## src/hdl/ftpm_map.svh

```systemverilog
/*
 Constants of the fan tachometer period meter: clock rates, timing counts
 and counter limits.
 Assumes it is included by its bare name from the design modules.
*/
`ifndef FTPM_MAP_SVH
`define FTPM_MAP_SVH

// ============================================================
// Clocks
`define FTPM_CLK_HZ        40000000
`define FTPM_REF_HZ        90000
// Reference tick divider, integer rate division
`define FTPM_REF_DIV       (`FTPM_CLK_HZ / `FTPM_REF_HZ)

// ============================================================
// Measurement interval of stretched channels
`define FTPM_MEAS_MS       1000
`define FTPM_MEAS_CYCLES   (`FTPM_MEAS_MS * (`FTPM_CLK_HZ / 1000))

// ============================================================
// Counter limits
`define FTPM_CNT_W         16
`define FTPM_CNT_MAX       16'hffff
`define FTPM_CNT_ZERO      16'h0000
// Rising edges tallied between the first and the one that closes a measurement
`define FTPM_EDGE_CLOSE    2'h1

`endif

```

## src/hdl/ftpm_pkg.sv

```systemverilog
/*
 Types of the fan tachometer period meter.
 Assumes nothing beyond a SystemVerilog compiler.
*/
package ftpm_pkg;

  // ============================================================
  // Per-tachometer measurement state
  typedef enum logic [1:0] {
    TS_IDLE,
    TS_WAIT_FIRST,
    TS_COUNT
  } ftpm_tach_state_t;

endpackage : ftpm_pkg

```

## src/hdl/ftpm_tach_chan.sv

```systemverilog
/*
 One tachometer channel: pin synchroniser, rising edge detect, saturating
 16-bit period counter and the byte-pair read latch.
 Assumes ref_tick_in is a one-cycle pulse at the reference rate on clk_sys_in.
*/
`timescale 1ns/10ps
`include "ftpm_map.svh"

module ftpm_tach_chan (
  // Clock and reset
  input  wire logic       clk_sys_in,
  input  wire logic       rst_b_in,
  // Tachometer pin, asynchronous
  input  wire logic       tach_pin_in,
  // Control
  input  wire logic       ref_tick_in,
  input  wire logic       start_in,
  input  wire logic       cont_in,
  // Reading
  input  wire logic       rd_lo_in,
  input  wire logic       rd_hi_in,
  output logic            busy_out,
  output logic            done_out,
  output logic [7:0]      val_lo_out,
  output logic [7:0]      val_hi_out
);
  import ftpm_pkg::*;

  // ============================================================
  // State
  ftpm_tach_state_t       state_q;
  ftpm_tach_state_t       state_d;
  logic                   sync1_q;
  logic                   sync2_q;
  logic                   prev_q;
  logic [15:0]            cnt_q;
  logic [15:0]            cnt_d;
  logic [1:0]             edges_q;
  logic [15:0]            val_q;
  logic                   done_q;
  logic                   frozen_q;
  logic [7:0]             lo_q;
  logic [7:0]             hi_q;

  // Edge and end-of-measurement decode
  wire rise      = sync2_q & ~prev_q;
  wire at_max    = (cnt_q == `FTPM_CNT_MAX);
  wire last_edge = (state_q == TS_COUNT) & rise & (edges_q == `FTPM_EDGE_CLOSE);
  wire timeout   = (state_q != TS_IDLE) & at_max & ~last_edge;
  wire finish    = last_edge | timeout;
  wire out_hold  = frozen_q | rd_lo_in;

  // Two flops before the edge detector sees the pin
  // Reset to the pulled-up idle level, so no false edge follows reset
  always_ff @(posedge clk_sys_in) begin
    if (!rst_b_in) begin
      sync1_q <= 1'b1;
      sync2_q <= 1'b1;
      prev_q  <= 1'b1;
    end else begin
      sync1_q <= tach_pin_in;
      sync2_q <= sync1_q;
      prev_q  <= sync2_q;
    end
  end

  // Sequencing; continuous mode rearms at once
  always_comb begin
    state_d = state_q;
    case (state_q)
      TS_IDLE:       if (start_in | cont_in) state_d = TS_WAIT_FIRST;
      TS_WAIT_FIRST: begin
        if (finish) state_d = cont_in ? TS_WAIT_FIRST : TS_IDLE;
        else if (rise) state_d = TS_COUNT;
      end
      TS_COUNT:      if (finish) state_d = cont_in ? TS_WAIT_FIRST : TS_IDLE;
      default:       state_d = TS_IDLE;
    endcase
  end

  // Counter restarts per measurement and clears one cycle after reaching full scale
  always_comb begin
    cnt_d = cnt_q;
    if ((state_q == TS_IDLE) || finish) cnt_d = `FTPM_CNT_ZERO;
    else if ((state_q == TS_WAIT_FIRST) && rise) cnt_d = `FTPM_CNT_ZERO;
    else if (ref_tick_in && !at_max) cnt_d = cnt_q + 16'h0001;
  end

  // Counter, edge tally and result
  always_ff @(posedge clk_sys_in) begin
    if (!rst_b_in) begin
      state_q <= TS_IDLE;
      cnt_q   <= `FTPM_CNT_ZERO;
      edges_q <= 2'h0;
      val_q   <= `FTPM_CNT_MAX;
      done_q  <= 1'b0;
    end else begin
      state_q <= state_d;
      cnt_q   <= cnt_d;
      edges_q <= (state_q != TS_COUNT) ? 2'h0 : (edges_q + {1'b0, rise});
      val_q   <= finish ? cnt_q : val_q;
      done_q  <= finish;
    end
  end

  // Low-byte read freezes both bytes until the high byte is read
  always_ff @(posedge clk_sys_in) begin
    if (!rst_b_in) begin
      frozen_q <= 1'b0;
      lo_q     <= 8'(`FTPM_CNT_MAX);
      hi_q     <= 8'(`FTPM_CNT_MAX >> 8);
    end else begin
      frozen_q <= rd_lo_in | (frozen_q & ~rd_hi_in);
      lo_q     <= out_hold ? lo_q : val_q[7:0];
      hi_q     <= out_hold ? hi_q : val_q[15:8];
    end
  end

  assign busy_out   = (state_q != TS_IDLE);
  assign done_out   = done_q;
  assign val_lo_out = lo_q;
  assign val_hi_out = hi_q;
endmodule : ftpm_tach_chan

```

## src/hdl/ftpm_top.sv

```systemverilog
/*
 Fan tachometer period meter: eight tachometer channels, four paired PWM
 drives with pulse stretching for chopped three-wire fans, and continuous
 measurement for four-wire or dc-driven fans.
 Assumes pwm_drive_in comes from a PWM generator on clk_sys_in, and the
 configuration inputs are held steady by software-facing logic.
*/
// Overview of operation
// - Stretch chopped three-wire drive full-on while measuring
// - Continuous fans on a pair whose inputs are both continuous measured without drive stretching
// - Gate 90 kHz reference into 16-bit counter
// - Continuous-measure bit per input disables stretching
// - High-frequency drive mode forces continuous bits set
// - Drive and tach pair share stretch state
// - PWM n pairs with tach 2n-1, 2n
// - Stretched channels measured once every second
// - Count first to third rising edge, store
// - Restore programmed duty after stretch ends
// - Low-byte read freezes high byte until read
// - All-ones reading means stalled or very slow
`timescale 1ns/10ps
`include "ftpm_map.svh"

module ftpm_top #(
  parameter int REF_DIV     = `FTPM_REF_DIV,
  parameter int MEAS_CYCLES = `FTPM_MEAS_CYCLES
) (
  // Clock and reset
  input  wire logic        clk_sys_in,
  input  wire logic        rst_b_in,
  // Tachometer pins, asynchronous
  input  wire logic [7:0]  tach_pin_in,
  // Programmed drive and fan outputs
  input  wire logic [3:0]  pwm_drive_in,
  input  wire logic [3:0]  pwm_invert_in,
  output logic      [3:0]  pwm_out,
  // Configuration
  input  wire logic        high_freq_drive_mode_in,
  input  wire logic [7:0]  cont_cfg_in,
  output logic      [7:0]  continuous_measure_bit_out,
  // Readings, byte pair per input
  input  wire logic [7:0]  rd_lo_in,
  input  wire logic [7:0]  rd_hi_in,
  output logic      [63:0] tach_lo_out,
  output logic      [63:0] tach_hi_out,
  // Status
  output logic      [3:0]  stretch_active_out,
  output logic      [7:0]  meas_done_out
);
  import ftpm_pkg::*;

  localparam int RW = (REF_DIV > 1) ? $clog2(REF_DIV) : 1;
  localparam int SW = (MEAS_CYCLES > 1) ? $clog2(MEAS_CYCLES) : 1;
  localparam logic [RW-1:0] REF_LAST = RW'(REF_DIV - 1);
  localparam logic [SW-1:0] SEC_LAST = SW'(MEAS_CYCLES - 1);
  // Longest legal stretch: wait and count both timing out, plus tick slack
  localparam int            ST_CYC   = 2 * (`FTPM_CNT_MAX + 1) * REF_DIV + 16;
  localparam int            STW      = $clog2(ST_CYC + 1);
  localparam logic [STW-1:0] ST_LIMIT = STW'(ST_CYC);

  // ============================================================
  // Parameter checks
  // A divide of one ticks every clock, which keeps short runs short
  if (REF_DIV < 1) begin : g_chk_ref
    $error("REF_DIV must be at least 1");
  end
  if (MEAS_CYCLES < 16) begin : g_chk_meas
    $error("MEAS_CYCLES must be at least 16");
  end

  // ============================================================
  // Timebase
  logic [RW-1:0] ref_cnt_q;
  logic [SW-1:0] sec_cnt_q;
  logic          sec_tick_q;

  wire ref_tick = (ref_cnt_q == REF_LAST);
  wire sec_wrap = (sec_cnt_q == SEC_LAST);

  // Reference divider and one-second interval
  always_ff @(posedge clk_sys_in) begin
    if (!rst_b_in) begin
      ref_cnt_q  <= '0;
      sec_cnt_q  <= '0;
      sec_tick_q <= 1'b0;
    end else begin
      ref_cnt_q  <= ref_tick ? '0 : (ref_cnt_q + RW'(1));
      sec_cnt_q  <= sec_wrap ? '0 : (sec_cnt_q + SW'(1));
      sec_tick_q <= sec_wrap;
    end
  end

  // ============================================================
  // Continuous-measure bits
  logic [7:0] cont_q;

  // High-frequency drive mode needs no stretching on any input
  wire [7:0] cont_eff = cont_cfg_in | {8{high_freq_drive_mode_in}};

  always_ff @(posedge clk_sys_in) begin
    if (!rst_b_in) begin
      cont_q <= 8'h00;
    end else begin
      cont_q <= cont_eff;
    end
  end

  assign continuous_measure_bit_out = cont_q;

  // ============================================================
  // Tachometer channels
  logic [7:0] start;
  logic [7:0] busy;
  logic [7:0] done;

  for (genvar t = 0; t < 8; t++) begin : g_tach
    ftpm_tach_chan u_chan (
      .clk_sys_in  (clk_sys_in),
      .rst_b_in    (rst_b_in),
      .tach_pin_in (tach_pin_in[t]),
      .ref_tick_in (ref_tick),
      .start_in    (start[t]),
      .cont_in     (cont_q[t]),
      .rd_lo_in    (rd_lo_in[t]),
      .rd_hi_in    (rd_hi_in[t]),
      .busy_out    (busy[t]),
      .done_out    (done[t]),
      .val_lo_out  (tach_lo_out[t*8 +: 8]),
      .val_hi_out  (tach_hi_out[t*8 +: 8])
    );
  end

  assign meas_done_out = done;

  // ============================================================
  // Drive pairs and pulse stretching
  logic [7:0] pend_q;
  logic [3:0] stretch_q;
  logic [3:0] pwm_q;

  for (genvar p = 0; p < 4; p++) begin : g_pair
    // Inputs 2p and 2p+1 ride on drive p
    wire [1:0] pcont = cont_q[2*p +: 2];
    wire [1:0] pbusy = busy[2*p +: 2];
    wire [1:0] pdone = done[2*p +: 2];

    // Stretched inputs start together once a second
    wire [1:0] pstart = {2{sec_tick_q & ~stretch_q[p]}} & ~pcont & ~pbusy;
    // A finishing input leaves the pending set; new start wins
    wire [1:0] pend_d = (|pstart) ? pstart : (pend_q[2*p +: 2] & ~pdone);
    wire       st_d   = |pend_d;

    assign start[2*p +: 2] = pstart;

    always_ff @(posedge clk_sys_in) begin
      if (!rst_b_in) begin
        pend_q[2*p +: 2] <= 2'h0;
        stretch_q[p]     <= 1'b0;
        pwm_q[p]         <= 1'b0;
      end else begin
        pend_q[2*p +: 2] <= pend_d;
        stretch_q[p]     <= st_d;
        // Full-on level depends on drive polarity; else programmed duty
        pwm_q[p]         <= stretch_q[p] ? ~pwm_invert_in[p] : pwm_drive_in[p];
      end
    end

    // --------------------------------------------------------
    // Stretch length guard; a lost result would hold the fan full-on
    logic [STW-1:0] st_len_q;
    wire            st_over = (st_len_q == ST_LIMIT);

    always_ff @(posedge clk_sys_in) begin
      if (!rst_b_in) begin
        st_len_q <= '0;
      end else begin
        st_len_q <= !stretch_q[p] ? '0 : (st_over ? st_len_q : (st_len_q + STW'(1)));
      end
    end

  end

  assign pwm_out            = pwm_q;
  assign stretch_active_out = stretch_q;
endmodule : ftpm_top

```

## config.mk

```make
export PLATFORM = sky130hd
export DESIGN_NAME = ftpm_top
export DESIGN_NICKNAME = d
export VERILOG_FILES = /design/src/hdl/ftpm_pkg.sv /design/src/hdl/ftpm_tach_chan.sv /design/src/hdl/ftpm_top.sv
export VERILOG_INCLUDE_DIRS = /design/src /design/src/hdl
export SDC_FILE = /design/constraint.sdc
export NUM_CORES = 1
export LEC_CHECK = 0
export ABC_AREA = 1
export BUFFER_PORTS_ARGS = -buffer_cell sky130_fd_sc_hd__buf_2
export CORE_MARGIN = 5
export CORE_UTILIZATION = 35
export DETAILED_ROUTE_END_ITERATION = 6
export PLACE_DENSITY = 0.64
export SYNTH_ARGS = -nofsm -noshare
export SYNTH_HDL_FRONTEND = slang
export SYNTH_SLANG_ARGS = --single-unit
```

## constraint.sdc

```tcl
create_clock -name clk_sys_in -period 2.1 [get_ports clk_sys_in]
set_input_delay 0.21 -clock clk_sys_in [delete_from_list [all_inputs] [get_ports clk_sys_in]]
set_output_delay 0.21 -clock clk_sys_in [all_outputs]
set_load 0.02 [all_outputs]
```

* After elaboration in Yosys (flattened, before gate mapping) *
Cells that the tools add are included.

word-level totals
  output and inout port bits = 152
  logic and storage cells = 468
  input bits = 43
  register bits = 516

cells by class
  bitwise logic cells = 142
  muxes and demuxes = 56
  add/subtract/negate cells = 18
  equality and inequality tests = 66
  reduce and logical (&&, ||, !) cells = 82

operators by type and width
  kind                   number
  $add 16x1->16 const B  8
  $eq 16x16->1 const B   8
  $mux 2                 36
  $and 1x1->1            52
  $pmux 2 s3             8
  $reduce_or 2->1        18
  $not 1->1              33
  $eq 2x1->1 const B     16
  $ne 2x1->1 const B     16
  $or 1x1->1             32
  $add 26x1->26 const B  1
  $eq 26x26->1 const B   1
  $and 2x2->2            12
  $ne 3x1->1 const B     8
  $not 2->2              12
  $reduce_and 3->1       8
  $reduce_or 3->1        8
  $add 2x1->2            8
  $eq 2x2->1 const B     8
  $logic_and 1x1->1      16
  $logic_not 2->1        8
  $ne 2x2->1 const B     8
  $reduce_bool 2->1      8
  $mux 1                 12
  5 further kinds        19

* Longest topological paths before layout *
Gate-level depths: netlist (run 1).

  depth in word-level cells = 9
  mapped depth = 11
  mapped depth without buffers = 10

* Modules after synthesis *
A second synthesis (run 1) with hierarchy kept.

unflattened totals
  cell total of the unflattened synthesis = 2,902
  area total of the unflattened synthesis = 22,421.5 sq um

modules (own cells, without submodules)
  module          sequential area each (sq um)  times used  cells each  area each (sq um)
  ftpm_tach_chan  1,141.1                       8           317         2,477.4
  ftpm_top        1,201.2                       1           366         2,602.5

* Worst setup path after synthesis (run 1) *
Ideal clock, no wire load.

  kind = register to register
  start point = register g_tach[6].u_chan.cnt_q[0]
  end point = register g_tach[6].u_chan.cnt_q[10]
  stages on the path, launching flop included = 11
  setup time = 120 ps
  buffers on the path = 2
  data required time = 1,980 ps
  arrival = 1,562 ps
  path slack = 418 ps
  clock period less this slack = 1,682 ps
  path through = dfxtp_1 -> ha_1 -> nand3_2 -> nor2_2 -> nand3_1 -> nand2_1 -> buf_6 -> nor2_2 -> nand3_2 -> buf_6 -> a21oi_2

between the ends
  longest elaborated chain between the ends = 6
  elaborated cells between the ends (all ways) = 9
  those cells by class = add/sub (1); eq/ne (1); bitwise (3); reduce/logical (4)

RTL lines
  what                       RTL line              RTL
  start, declared            ftpm_tach_chan.sv:36  logic [15:0] cnt_q;
  start signal, assigned     ftpm_tach_chan.sv:93  cnt_q <= `FTPM_CNT_ZERO;
  start signal, assigned     ftpm_tach_chan.sv:99  cnt_q <= cnt_d;
  $eq 16x16->1 (no line)     --
  $and 1x1->1 (2 in series)  ftpm_tach_chan.sv:49  wire timeout = (state_q != TS_IDLE) & at_max & ~last_edge;
  $or 1x1->1                 ftpm_tach_chan.sv:50  wire finish = last_edge | timeout;
  $logic_or 1x1->1           ftpm_tach_chan.sv:84  if ((state_q == TS_IDLE) || finish) cnt_d = `FTPM_CNT_ZERO;
  $reduce_or 3->1 (no line)  --

Parallel ways exist; a longest one is shown, timed or not.
A chain may end at the register's enable or synchronous reset.

* Worst setup path after layout (run 1) *
  start point = input port rst_b_in
  end point = register g_tach[2].u_chan.frozen_q

RTL lines
  what                  RTL line               RTL
  start, declared       ftpm_top.sv:30         input wire logic rst_b_in,
  end signal, assigned  ftpm_tach_chan.sv:113  frozen_q <= rd_lo_in | (frozen_q & ~rd_hi_in);
  end, declared         ftpm_tach_chan.sv:41   logic frozen_q;

No word-level cell between the ends.

==> results of run 1 <==
power breakdown:
group / internal [mW] / switching, mW
clock network: 5.76 / 4.10
logic: 0.449 / 0.860
registers: 10.0 / 0.140
total: 16.2 / 5.10
metrics by stage:
| stage | area [um^2] | setup TNS [ns] | setup slack, ns |
|---|---|---|---|
| after global routing | 26150 | -0.09101 | -0.06253 |
| final | 26150 | 0 | 0.1267 |
| after CTS | 26010 | 0 | 0.02017 |
| after floorplan | 22030 | 0 | 0.4183 |
| after global placement | 23700 | 0 | 0.05671 |
| after detailed placement | 23700 | -0.00001843 | -0.00001843 |
critical path, stage by stage:
cell and delay (ns):
dlygate4sd3_1 0.53, buf_2 0.13, bufinv_8 0.35, buf_12 0.21
buf_4 0.33, a211oi_1 0.09, dlygate4sd3_1 0.56
area by class of cell:
class                           instances  area (um^2)  area share [%]
Multi-Input combinational cell       1776         9577           36.62
Clock buffer                           78         1647           6.297
Clock inverter                         28        239.0          0.9139
Inverter                              377         1441           5.512
Tap cell                              846         1059           4.048
Timing Repair Buffer                  286         1858           7.105
Sequential cell                       516        10330           39.50
metal layers:
| layer | routed length (um) | part of all wire, % | vias up | track usage [%] |
|---|---|---|---|---|
| met3 | 2472 | 4.8 | 64 | 2.825 |
| met4 | 946 | 1.8 | 0 | 3.434 |
| met5 | 0 | 0 | - | 0 |
| li1 | - | - | 9521 | - |
| met2 | 23060 | 44 | 327 | 24.08 |
| met1 | 25430 | 49 | 8334 | 20.50 |
sequential cells by signal, summed over array words and instances (netlist names), 9 cells and up:
signal / count
g_tach.u_chan.state_q: 16
g_tach.u_chan.val_hi_out: 64
g_tach.u_chan.val_lo_out: 64
g_tach.u_chan.val_q: 128
ref_cnt_q: 9
g_tach.u_chan.edges_q: 16
g_tach.u_chan.cnt_q: 128
sec_cnt_q: 26
Yosys cell counts (all sizes together):
library cell,instances
nand3,127
and2,2
a211oi,8
xnor2,12
and3,10
or3,1
nor3,89
buf,81
nor3b,2
a21boi,3
a21oi,309
dfxtp,516
clkbuf,32
nand2,516
clkinv,3
nand3b,12
nor4b,1
o21ai,152
a22oi,95
ha,18
xor2,80
nand4,39
inv,373
nor4,12
nor2,257
bufinv,1
or2,31
worst paths after layout:
check,from,slack [ns],cells past startpoint,end
setup / recovery,rst_b_in,0.13,7,g_tach[2].u_chan.frozen_q
hold / removal,high_freq_drive_mode_in,0.08,3,continuous_measure_bit_out[1]
setup reg to reg,ref_cnt_q[0],0.15,10,g_tach[3].u_chan.cnt_q[7]
hold reg to reg,g_tach[7].u_chan.sync1_q,0.42,1,g_tach[7].u_chan.sync2_q
cells by family after synthesis:
logic type | Yosys count | synth area share, %
AND/OR/NAND/NOR | 1099 | 23.62
AO/OA/AOI/OAI | 567 | 14.93
flip-flops | 516 | 46.88
buffers and inverters | 490 | 9.886
XOR/XNOR | 92 | 3.657
adder cells (fa/ha/maj) | 18 | 1.022
what timing repair did:
| item | in CTS | in global routing |
|---|---|---|
| hold buffers | 42 | 0 |
| buffers inserted | 0 | 9 |
| pin swaps | 0 | 8 |
| cloned | 0 | 0 |
| resized for setup | 1 | 10 |
| setup endpoints to repair | 4 | 131 |
| endpoints found under the hold margin | 31 | 0 |
==> flow_metrics.tcl, run 1 <==
set metrics [dict create \
    ir_drop_v 0.0006576 \
    die_w_um 260.9 \
    dieArea_um2 68070 \
    critical_path_class "input pin to register" \
    syn_to_final_growth_pct 18.68 \
    drive_above_1_share_pct 16.43 \
    path_clk_slew_ns 0.06 \
    syn_area_um2 22030 \
    nets 3075 \
    synth_fp_nets 2843 \
    layout_commonest_cell "dfxtp_1" \
    cts_root_buffer "clkbuf_16" \
    post-route-period-util_pct 93.97 \
    finalSetupViolations 0 \
    maxCapViolCount 0 \
    grt-ovfl-total 0 \
    grt_max_degree 58 \
    crit_fanout 31 \
    final_cell_mix "dfxtp_1 (516), nand2_1 (498), inv_1 (362)" \
    insertion_delay_ns 0.59 \
    max_slew.worst_pin.slew_ns 0.7768 \
    fillCellCount 6312 \
    drtPass1Iterations 5 \
    leakage_nw 10.58 \
    hold_viol 0 \
    final_core_util_pct 41.68 \
    vias 18250 \
    report.final.slew_viol_count 0 \
    end_kind "register" \
    drtIter0Drc 1167 \
    dp_cells 3750 \
    cts_sinks 516 \
    avgSynthCellArea_um2 7.921 \
    htreeDepth 2 \
    slew_headroom_pct 48.15 \
    via_per_inst 4.670 \
    diodes 0 \
    core_area_um2 62740 \
    ys_ff_latch 516 \
    portBuffers 194 \
    yosysSeqAreaShare_pct 46.88 \
    fin_cells 3907 \
    yosys.cell_types.count 47 \
    start_util_pct 35.12 \
    drc 0 \
    hold_ws_ns 0.08472 \
    grt_pass1_wl_mm 85.06 \
    synth_top_cell_by_area "dfxtp_1" \
    design_power_total_mw 21.34 \
    ctsLongestPathBuffers 3 \
    grt_setup_unrepaired "yes" \
    fmax_ghz 0.5068 \
    syn_inst 2782 \
    cts_tree "done" \
    period_minus_slack_ns 1.973 \
    ys_warn_count 0 \
    ant_nets 0 \
    netlist.area_leader.share_pct 46.88 \
    worst-endpoint-required_ns 2.58 \
    numCtsBuffers 57 \
    outcome "finished, final reports clean" \
    fp.dieH_um 260.9 \
    place_congestion 0.8667 \
    grt_pass1_vias 17110 \
    ios 195 \
    antenna_found_initial 0 \
    wl_mm 51.90 \
    start_kind "input pin" \
    synth_area_leaders "dfxtp_1 (47%), nand2_1 (8.5%), a21oi_1 (6.8%), inv_1 (6.2%), nor2_1 (3.7%)" \
    arrival_ns 2.45 \
    num_rows 92 \
    power.density_nw_per_um2 815.9 \
    grt_use_total_pct 14.81 \
    dpl.hpwl_mm 36.48 \
    wire_per_inst_um 13.28 \
    fin_skew_ns 0.01881 \
    holdCritPathClass "input pin to register" \
]
(Power assumes the default switching activity.)
==> inputs of run 2 (changes only) <==
--- a/config.mk
+++ b/config.mk
@@ -12,6 +12,7 @@
 export CORE_UTILIZATION = 35
 export DETAILED_ROUTE_END_ITERATION = 6
 export PLACE_DENSITY = 0.64
+export REMOVE_ABC_BUFFERS = 1
 export SYNTH_ARGS = -nofsm -noshare
 export SYNTH_HDL_FRONTEND = slang
 export SYNTH_SLANG_ARGS = --single-unit
==> run 2 against run 1 <==
  * Core utilization barely moved
  * Clock skew rose by 0.023 ns
  * Clock-buffer cell count down 9
  * Die area unchanged
  * Register-to-register slack improved by 0.05 ns
  * First-iteration DRC count fell by 14%
  * Cell count is 0.13% lower
  * Global-route usage down 0.14 points
  * Critical path type is now register to register
==> flow_metrics.tcl, run 2 (synthesis gave the netlist of run 1 again) <==
set metrics [dict create \
    wire_per_inst_um 13.28 \
    post-route-period-util_pct 90.25 \
    start_kind "register" \
    place_congestion 0.8728 \
    htreeDepth 2 \
    period_minus_slack_ns 1.895 \
    r2r-end "g_tach[7].u_chan.val_q[8]" \
    grt-ovfl-total 0 \
    switching_share_pct 23.69 \
    multi_input_area_um2 9562 \
    fin_skew_ns 0.04165 \
    cts_sinks 516 \
    fillCellCount 6323 \
    crit_chain "ha_1 > nand3_2 > nor2_2 > nand3_2 > nand2_4 > inv_2 > nor2_4 > a22oi_1" \
    num_rows 92 \
    grt_pass1_vias 16740 \
    slew_headroom_pct 42.76 \
    drive_above_1_share_pct 16.20 \
    dieArea_um2 68070 \
    drtPass1Iterations 5 \
    layout_commonest_cell "dfxtp_1" \
    power_switching_mw 5.199 \
    syn_to_final_growth_pct 18.81 \
    crit_fanout 15 \
    power.density_nw_per_um2 838.3 \
    slowest_stage "dfxtp_1" \
    ios 195 \
    worst-endpoint-required_ns 2.54 \
    numCtsBuffers 55 \
    p_int_mw 16.75 \
    grt_pass1_wl_mm 84.28 \
    power.share.clock_pct 47.7 \
    drc 0 \
    leakage_nw 10.56 \
    nets 3070 \
    ant_nets 0 \
    start_util_pct 35.12 \
    arrival_ns 2.33 \
    dp_cells 3751 \
    grt_use_met1_pct 20.07 \
    max_slew.worst_pin.slew_ns 0.8577 \
    final-seq-area_um2 10330 \
    grt_setup_unrepaired "no" \
    holdCritPathClass "input pin to register" \
    pre_cts_ws_ns -0.02934 \
    fin_cells 3902 \
    largest_registers "g_tach.u_chan.cnt_q (128), g_tach.u_chan.val_q (128)" \
    critical_path_class "register to register" \
    portBuffers 194 \
    insertion_delay_ns 0.61 \
    final_cell_mix "dfxtp_1 (516), nand2_1 (499), inv_1 (362)" \
    vias 18140 \
    setup_tns_ns 0 \
    worstSetupStartpoint "g_tach[7].u_chan.cnt_q[1]" \
    drtIter0Drc 1001 \
    path_clk_slew_ns 0.06 \
    seq_power_share_pct 46.3 \
    dpl.hpwl_mm 36.30 \
    via_per_inst 4.648 \
    cts_tree "done" \
    wl_mm 51.81 \
    outcome "finished, final reports clean" \
    diodes 0 \
    busiest_layer "met2" \
    pwr-share-comb_pct 6.0 \
    die_w_um 260.9 \
    report.final.slew_viol_count 0 \
    ir_drop_v 0.0007431 \
    finalSetupViolations 0 \
    ctsLongestPathBuffers 3 \
    fmax_ghz 0.5277 \
    fp.dieH_um 260.9 \
    cts_root_buffer "clkbuf_16" \
    antenna_found_initial 4 \
    maxCapViolCount 0 \
    rrSetupSlack_ns 0.20 \
    core_area_um2 62740 \
    rr_startpoint "g_tach[7].u_chan.cnt_q[1]" \
    setup_ws_ns 0.2048 \
    grt_use_met3_pct 2.612 \
    crit_top_cell "nand3_2" \
    final_core_util_pct 41.73 \
    endpoint "g_tach[7].u_chan.val_q[8]" \
    worst_path_largest_cell_delay_ns 0.39 \
    hold_viol 0 \
    grt_use_total_pct 14.67 \
    end_kind "register" \
    met2_usage_pct 24.23 \
    reg2regPathDepth 8 \
    design_power_total_mw 21.95 \
    grt_max_degree 49 \
]
## run 2: final cells by class
type                            instances  share of cell area [%]
Sequential cell                       516                   39.46
Multi-Input combinational cell       1776                   36.52
Timing Repair Buffer                  283                   6.939
Clock buffer                           69                   5.649
Inverter                              377                   5.477
Tap cell                              846                   4.043
Clock inverter                         35                   1.912
## run 2: worst min-delay path by stage
stage,startpoint,endpoint,depth (start not counted)
2_1_floorplan,rst_b_in,g_tach[0].u_chan.prev_q,1
3_3_place_gp,pwm_invert_in[3],pwm_out[3],2
3_5_place_dp,pwm_invert_in[3],pwm_out[3],2
4_1_cts,high_freq_drive_mode_in,continuous_measure_bit_out[5],3
5_1_grt,high_freq_drive_mode_in,continuous_measure_bit_out[1],3
6_report,high_freq_drive_mode_in,continuous_measure_bit_out[1],3
## run 2: repair_timing
item,in CTS,in global routing
setup endpoints to repair,15,66
buffers inserted,1,5
endpoints found under the hold margin,29,0
hold buffers,41,0
pin swaps,1,2
resized for setup,0,6
## run 2: power groups by stage
stage / Sequential (mW) / Clock, mW / Combinational [mW]
finish: 10.2 / 10.5 / 1.31
detailed placement: 10.4 / 0 / 1.25
CTS: 10.2 / 10.8 / 1.32
global route: 10.2 / 11.2 / 1.46
floorplan: 10.6 / 0 / 0.563
global placement: 10.4 / 0 / 1.24
## run 2: metal layers
metal,part of all wire [%],routed length [um]
met1,47,24590
met2,45,23520
met3,5.3,2726
met4,1.9,972
met5,0.014,7
## run 2: critical path: cells and delay by family (launching register included)
family	cells	cell delay, ns
simple gates	5	0.90
flops	1	0.39
fa+ha+maj	1	0.26
compound gates	1	0.12
buf+inv	1	0.07
## run 2: metrics by stage
stage	hold WS [ns]	cell area [um^2]
5_1_grt	0.05085	26180
3_3_place_gp	0.3893	23710
4_1_cts	0.02564	26110
3_5_place_dp	0.3952	23710
6_report	0.04781	26180
2_1_floorplan	0.2787	21300
==> inputs of run 3 (changes only) <==
--- a/config.mk
+++ b/config.mk
@@ -15,4 +15,5 @@
 export REMOVE_ABC_BUFFERS = 1
 export SYNTH_ARGS = -nofsm -noshare
 export SYNTH_HDL_FRONTEND = slang
+export SYNTH_HIERARCHICAL = 1
 export SYNTH_SLANG_ARGS = --single-unit
==> run 3 against run 2 <==
  * Total power down 0.48%
  * Routed wire length increased by 7.1%
  * Hold slack got worse by 0.045 ns
  * Non-clock buffer count up 53
  * Synthesized cell count grew 4.3%
  * Via count increased by 6.3%
  * Cell count grew 5.1%
  * Highest routed layer is now met4
==> flow_metrics.tcl, run 3 <==
set metrics [dict create \
    dieArea_um2 69220 \
    wl_mm 55.50 \
    grt-ovfl-total 0 \
    grt_use_total_pct 15.37 \
    synthTopCellsByCount "nand2_1 (902), dfxtp_1 (516), nand3_1 (290), nor2_1 (256), inv_1 (184)" \
    max_slew.worst_pin.slew_ns 0.9496 \
    yosysMostFrequentCell "nand2_1" \
    netlist.area_leader.share_pct 46.07 \
    holdCritPathClass "input pin to register" \
    grt_pass1_vias 18000 \
    insertion_delay_ns 0.59 \
    yosysSeqAreaShare_pct 46.07 \
    dpl.hpwl_mm 38.58 \
    drtPass1Iterations 5 \
    synth_top_cell_by_area "dfxtp_1" \
    ctsLongestPathBuffers 3 \
    drc 0 \
    end_kind "register" \
    yosys.cell_types.count 36 \
    finalSetupViolations 0 \
    synth_top_family_by_area "simple AND/OR/NAND/NOR gates" \
    post-route-period-util_pct 92.01 \
    drive_above_1_share_pct 21.49 \
    crit_fanout 10 \
    fin_skew_ns 0.02313 \
    synth-main-ff-cell "dfxtp_1" \
    synth_area_leaders "dfxtp_1 (46%), nand2_1 (15%), nand3_1 (6.5%), nor2_1 (4.3%), o211ai_2 (3.6%)" \
    dp_cells 3937 \
    portBuffers 194 \
    fin_cells 4101 \
    setup_ws_ns 0.1678 \
    ys_ff_latch 516 \
    crit_chain "ha_1 > inv_2 > nor2_2 > nand2_2 > nor2_8 > a21oi_4 > buf_4 > buf_4 > nand2_1 > nand3_1" \
    synth_edf_count 0 \
    via_per_inst 4.701 \
    outcome "finished, final reports clean" \
    arrival_ns 2.38 \
    synth_compound_area_share_pct 10.06 \
    cts_tree "done" \
    ant_nets 0 \
    ys_warn_count 6 \
    worst_path_largest_cell_delay_ns 0.39 \
    avgSynthCellArea_um2 7.726 \
    synthSimpleGateAreaFrac_pct 34.28 \
    period_minus_slack_ns 1.932 \
    met2WireLength_mm 24.88 \
    antenna_found_initial 2 \
    design_power_total_mw 21.84 \
    async_flop_share_pct 0 \
    synth_fa_ha_area_share_pct 1.004 \
    core_area_um2 63310 \
    start_util_pct 35.42 \
    synthMuxAreaShare_pct 0 \
    routed.top_layer "met4" \
    synth_xor_area_share_pct 2.383 \
    numCtsBuffers 54 \
    met1Wirelength_mm 26.47 \
    place_congestion 0.8883 \
    ir_drop_v 0.0005713 \
    wire_per_inst_um 13.53 \
    maxCapViolCount 0 \
    syn_to_final_growth_pct 21.03 \
    critical_path_class "register to register" \
    report.final.slew_viol_count 0 \
    path_clk_slew_ns 0.06 \
    slew_headroom_pct 36.69 \
    largest_registers "g_tach.u_chan/cnt_q (128), g_tach.u_chan/val_q (128)" \
    slowest_stage "dfxtp_1" \
    fmax_ghz 0.5175 \
    syn_inst 2902 \
    worst-endpoint-required_ns 2.55 \
    layout_commonest_cell "nand2_1" \
    syn_area_um2 22420 \
    final_cell_mix "nand2_1 (902), dfxtp_1 (516), nand3_1 (290)" \
    wl_met3_mm 2.700 \
    ios 195 \
    pre_cts_ws_ns -0.1955 \
    cts_root_buffer "clkbuf_16" \
    leakage_nw 11.67 \
    htreeDepth 2 \
    drtIter0Drc 1096 \
    power.density_nw_per_um2 804.9 \
    cts_sinks 516 \
    grt_max_degree 37 \
    critPathBufInv 3 \
    vias 19280 \
    crit_top_cell "buf_4" \
    hold_viol 0 \
    nets 3271 \
    start_kind "register" \
    num_rows 92 \
    die_w_um 263.1 \
    fp.dieH_um 263.1 \
    critical_path.top_delay_family "simple AND/OR/NAND/NOR gates" \
    grt_pass1_wl_mm 91.44 \
]
-- run 3: logic make-up after synthesis --
logic type | after synthesis
xor gates and xnor gates | 61
AOI/OAI and AO/OA | 278
and+or+nand+nor | 1703
buffers and inverters | 326
adders and majority gates | 18
DFF | 516
-- run 3: path summary, 6_finish.rpt --
path | from | to | slack [ns] | depth (start not counted)
setup / recovery | g_tach[1].u_chan/cnt_q[0] | g_tach[1].u_chan/val_q[12] | 0.17 | 10
hold / removal | cont_cfg_in[3] | continuous_measure_bit_out[3] | 0.003 | 3
hold reg to reg | g_tach[0].u_chan/sync1_q | g_tach[0].u_chan/sync2_q | 0.41 | 1
setup reg to reg | g_tach[1].u_chan/cnt_q[0] | g_tach[1].u_chan/val_q[12] | 0.17 | 10
-- run 3: where the power goes --
group	total, mW	leakage, nW	switching, mW	internal [mW]
sequential	10.2	4.20	0.134	10.0
combinational	1.48	6.50	0.999	0.479
clock	10.2	0.960	3.95	6.25
-- run 3: metrics by stage --
step	instance area (um^2)	hold WS (ns)	utilization, %	setup TNS, ns
final	27140	0.003192	42.86	0
after global routing	27130	0.05616	42.86	-0.002270
after detailed placement	24620	0.3930	38.88	-10.25
after CTS	27010	0.01607	42.66	0
after floorplan	21900	0.2855	-	0
after global placement	24620	0.3879	38.88	-6.203
-- run 3: area by class of cell --
class / instances / area, um^2
fillers: 6402 / 36170
multi-input cells: 2069 / 10770
flip-flops and latches: 516 / 10330
repair buffers: 336 / 2161
clock buffers: 78 / 1633
well taps: 846 / 1059
inverters: 233 / 874.6
clock inverters: 21 / 300.3
diodes: 2 / 5.005
-- run 3: repair_timing --
action | 4_1_cts | 5_1_grt
setup endpoints to repair | 107 | 51
hold endpoints to repair | 36 | 0
gates resized for setup | 0 | 6
gates cloned | 6 | 3
buffers inserted | 2 | 13
pin swaps | 7 | 8
hold buffers | 39 | 0
-- run 3: per-layer routing --
metal	global-route usage (%)	vias to the layer above
met5	0	-
met4	4.710	0
met3	3.278	85
met2	24.97	314
met1	20.62	8812
li1	-	10070
-- run 3: worst reg2reg max path: cells and delay by family (launching register included) --
kind	cells	cell delay (ns)
buffers and inverters	3	0.42
DFF	1	0.39
adders and majority gates	1	0.26
and+or+nand+nor	5	0.65
AOI/OAI and AO/OA	1	0.09
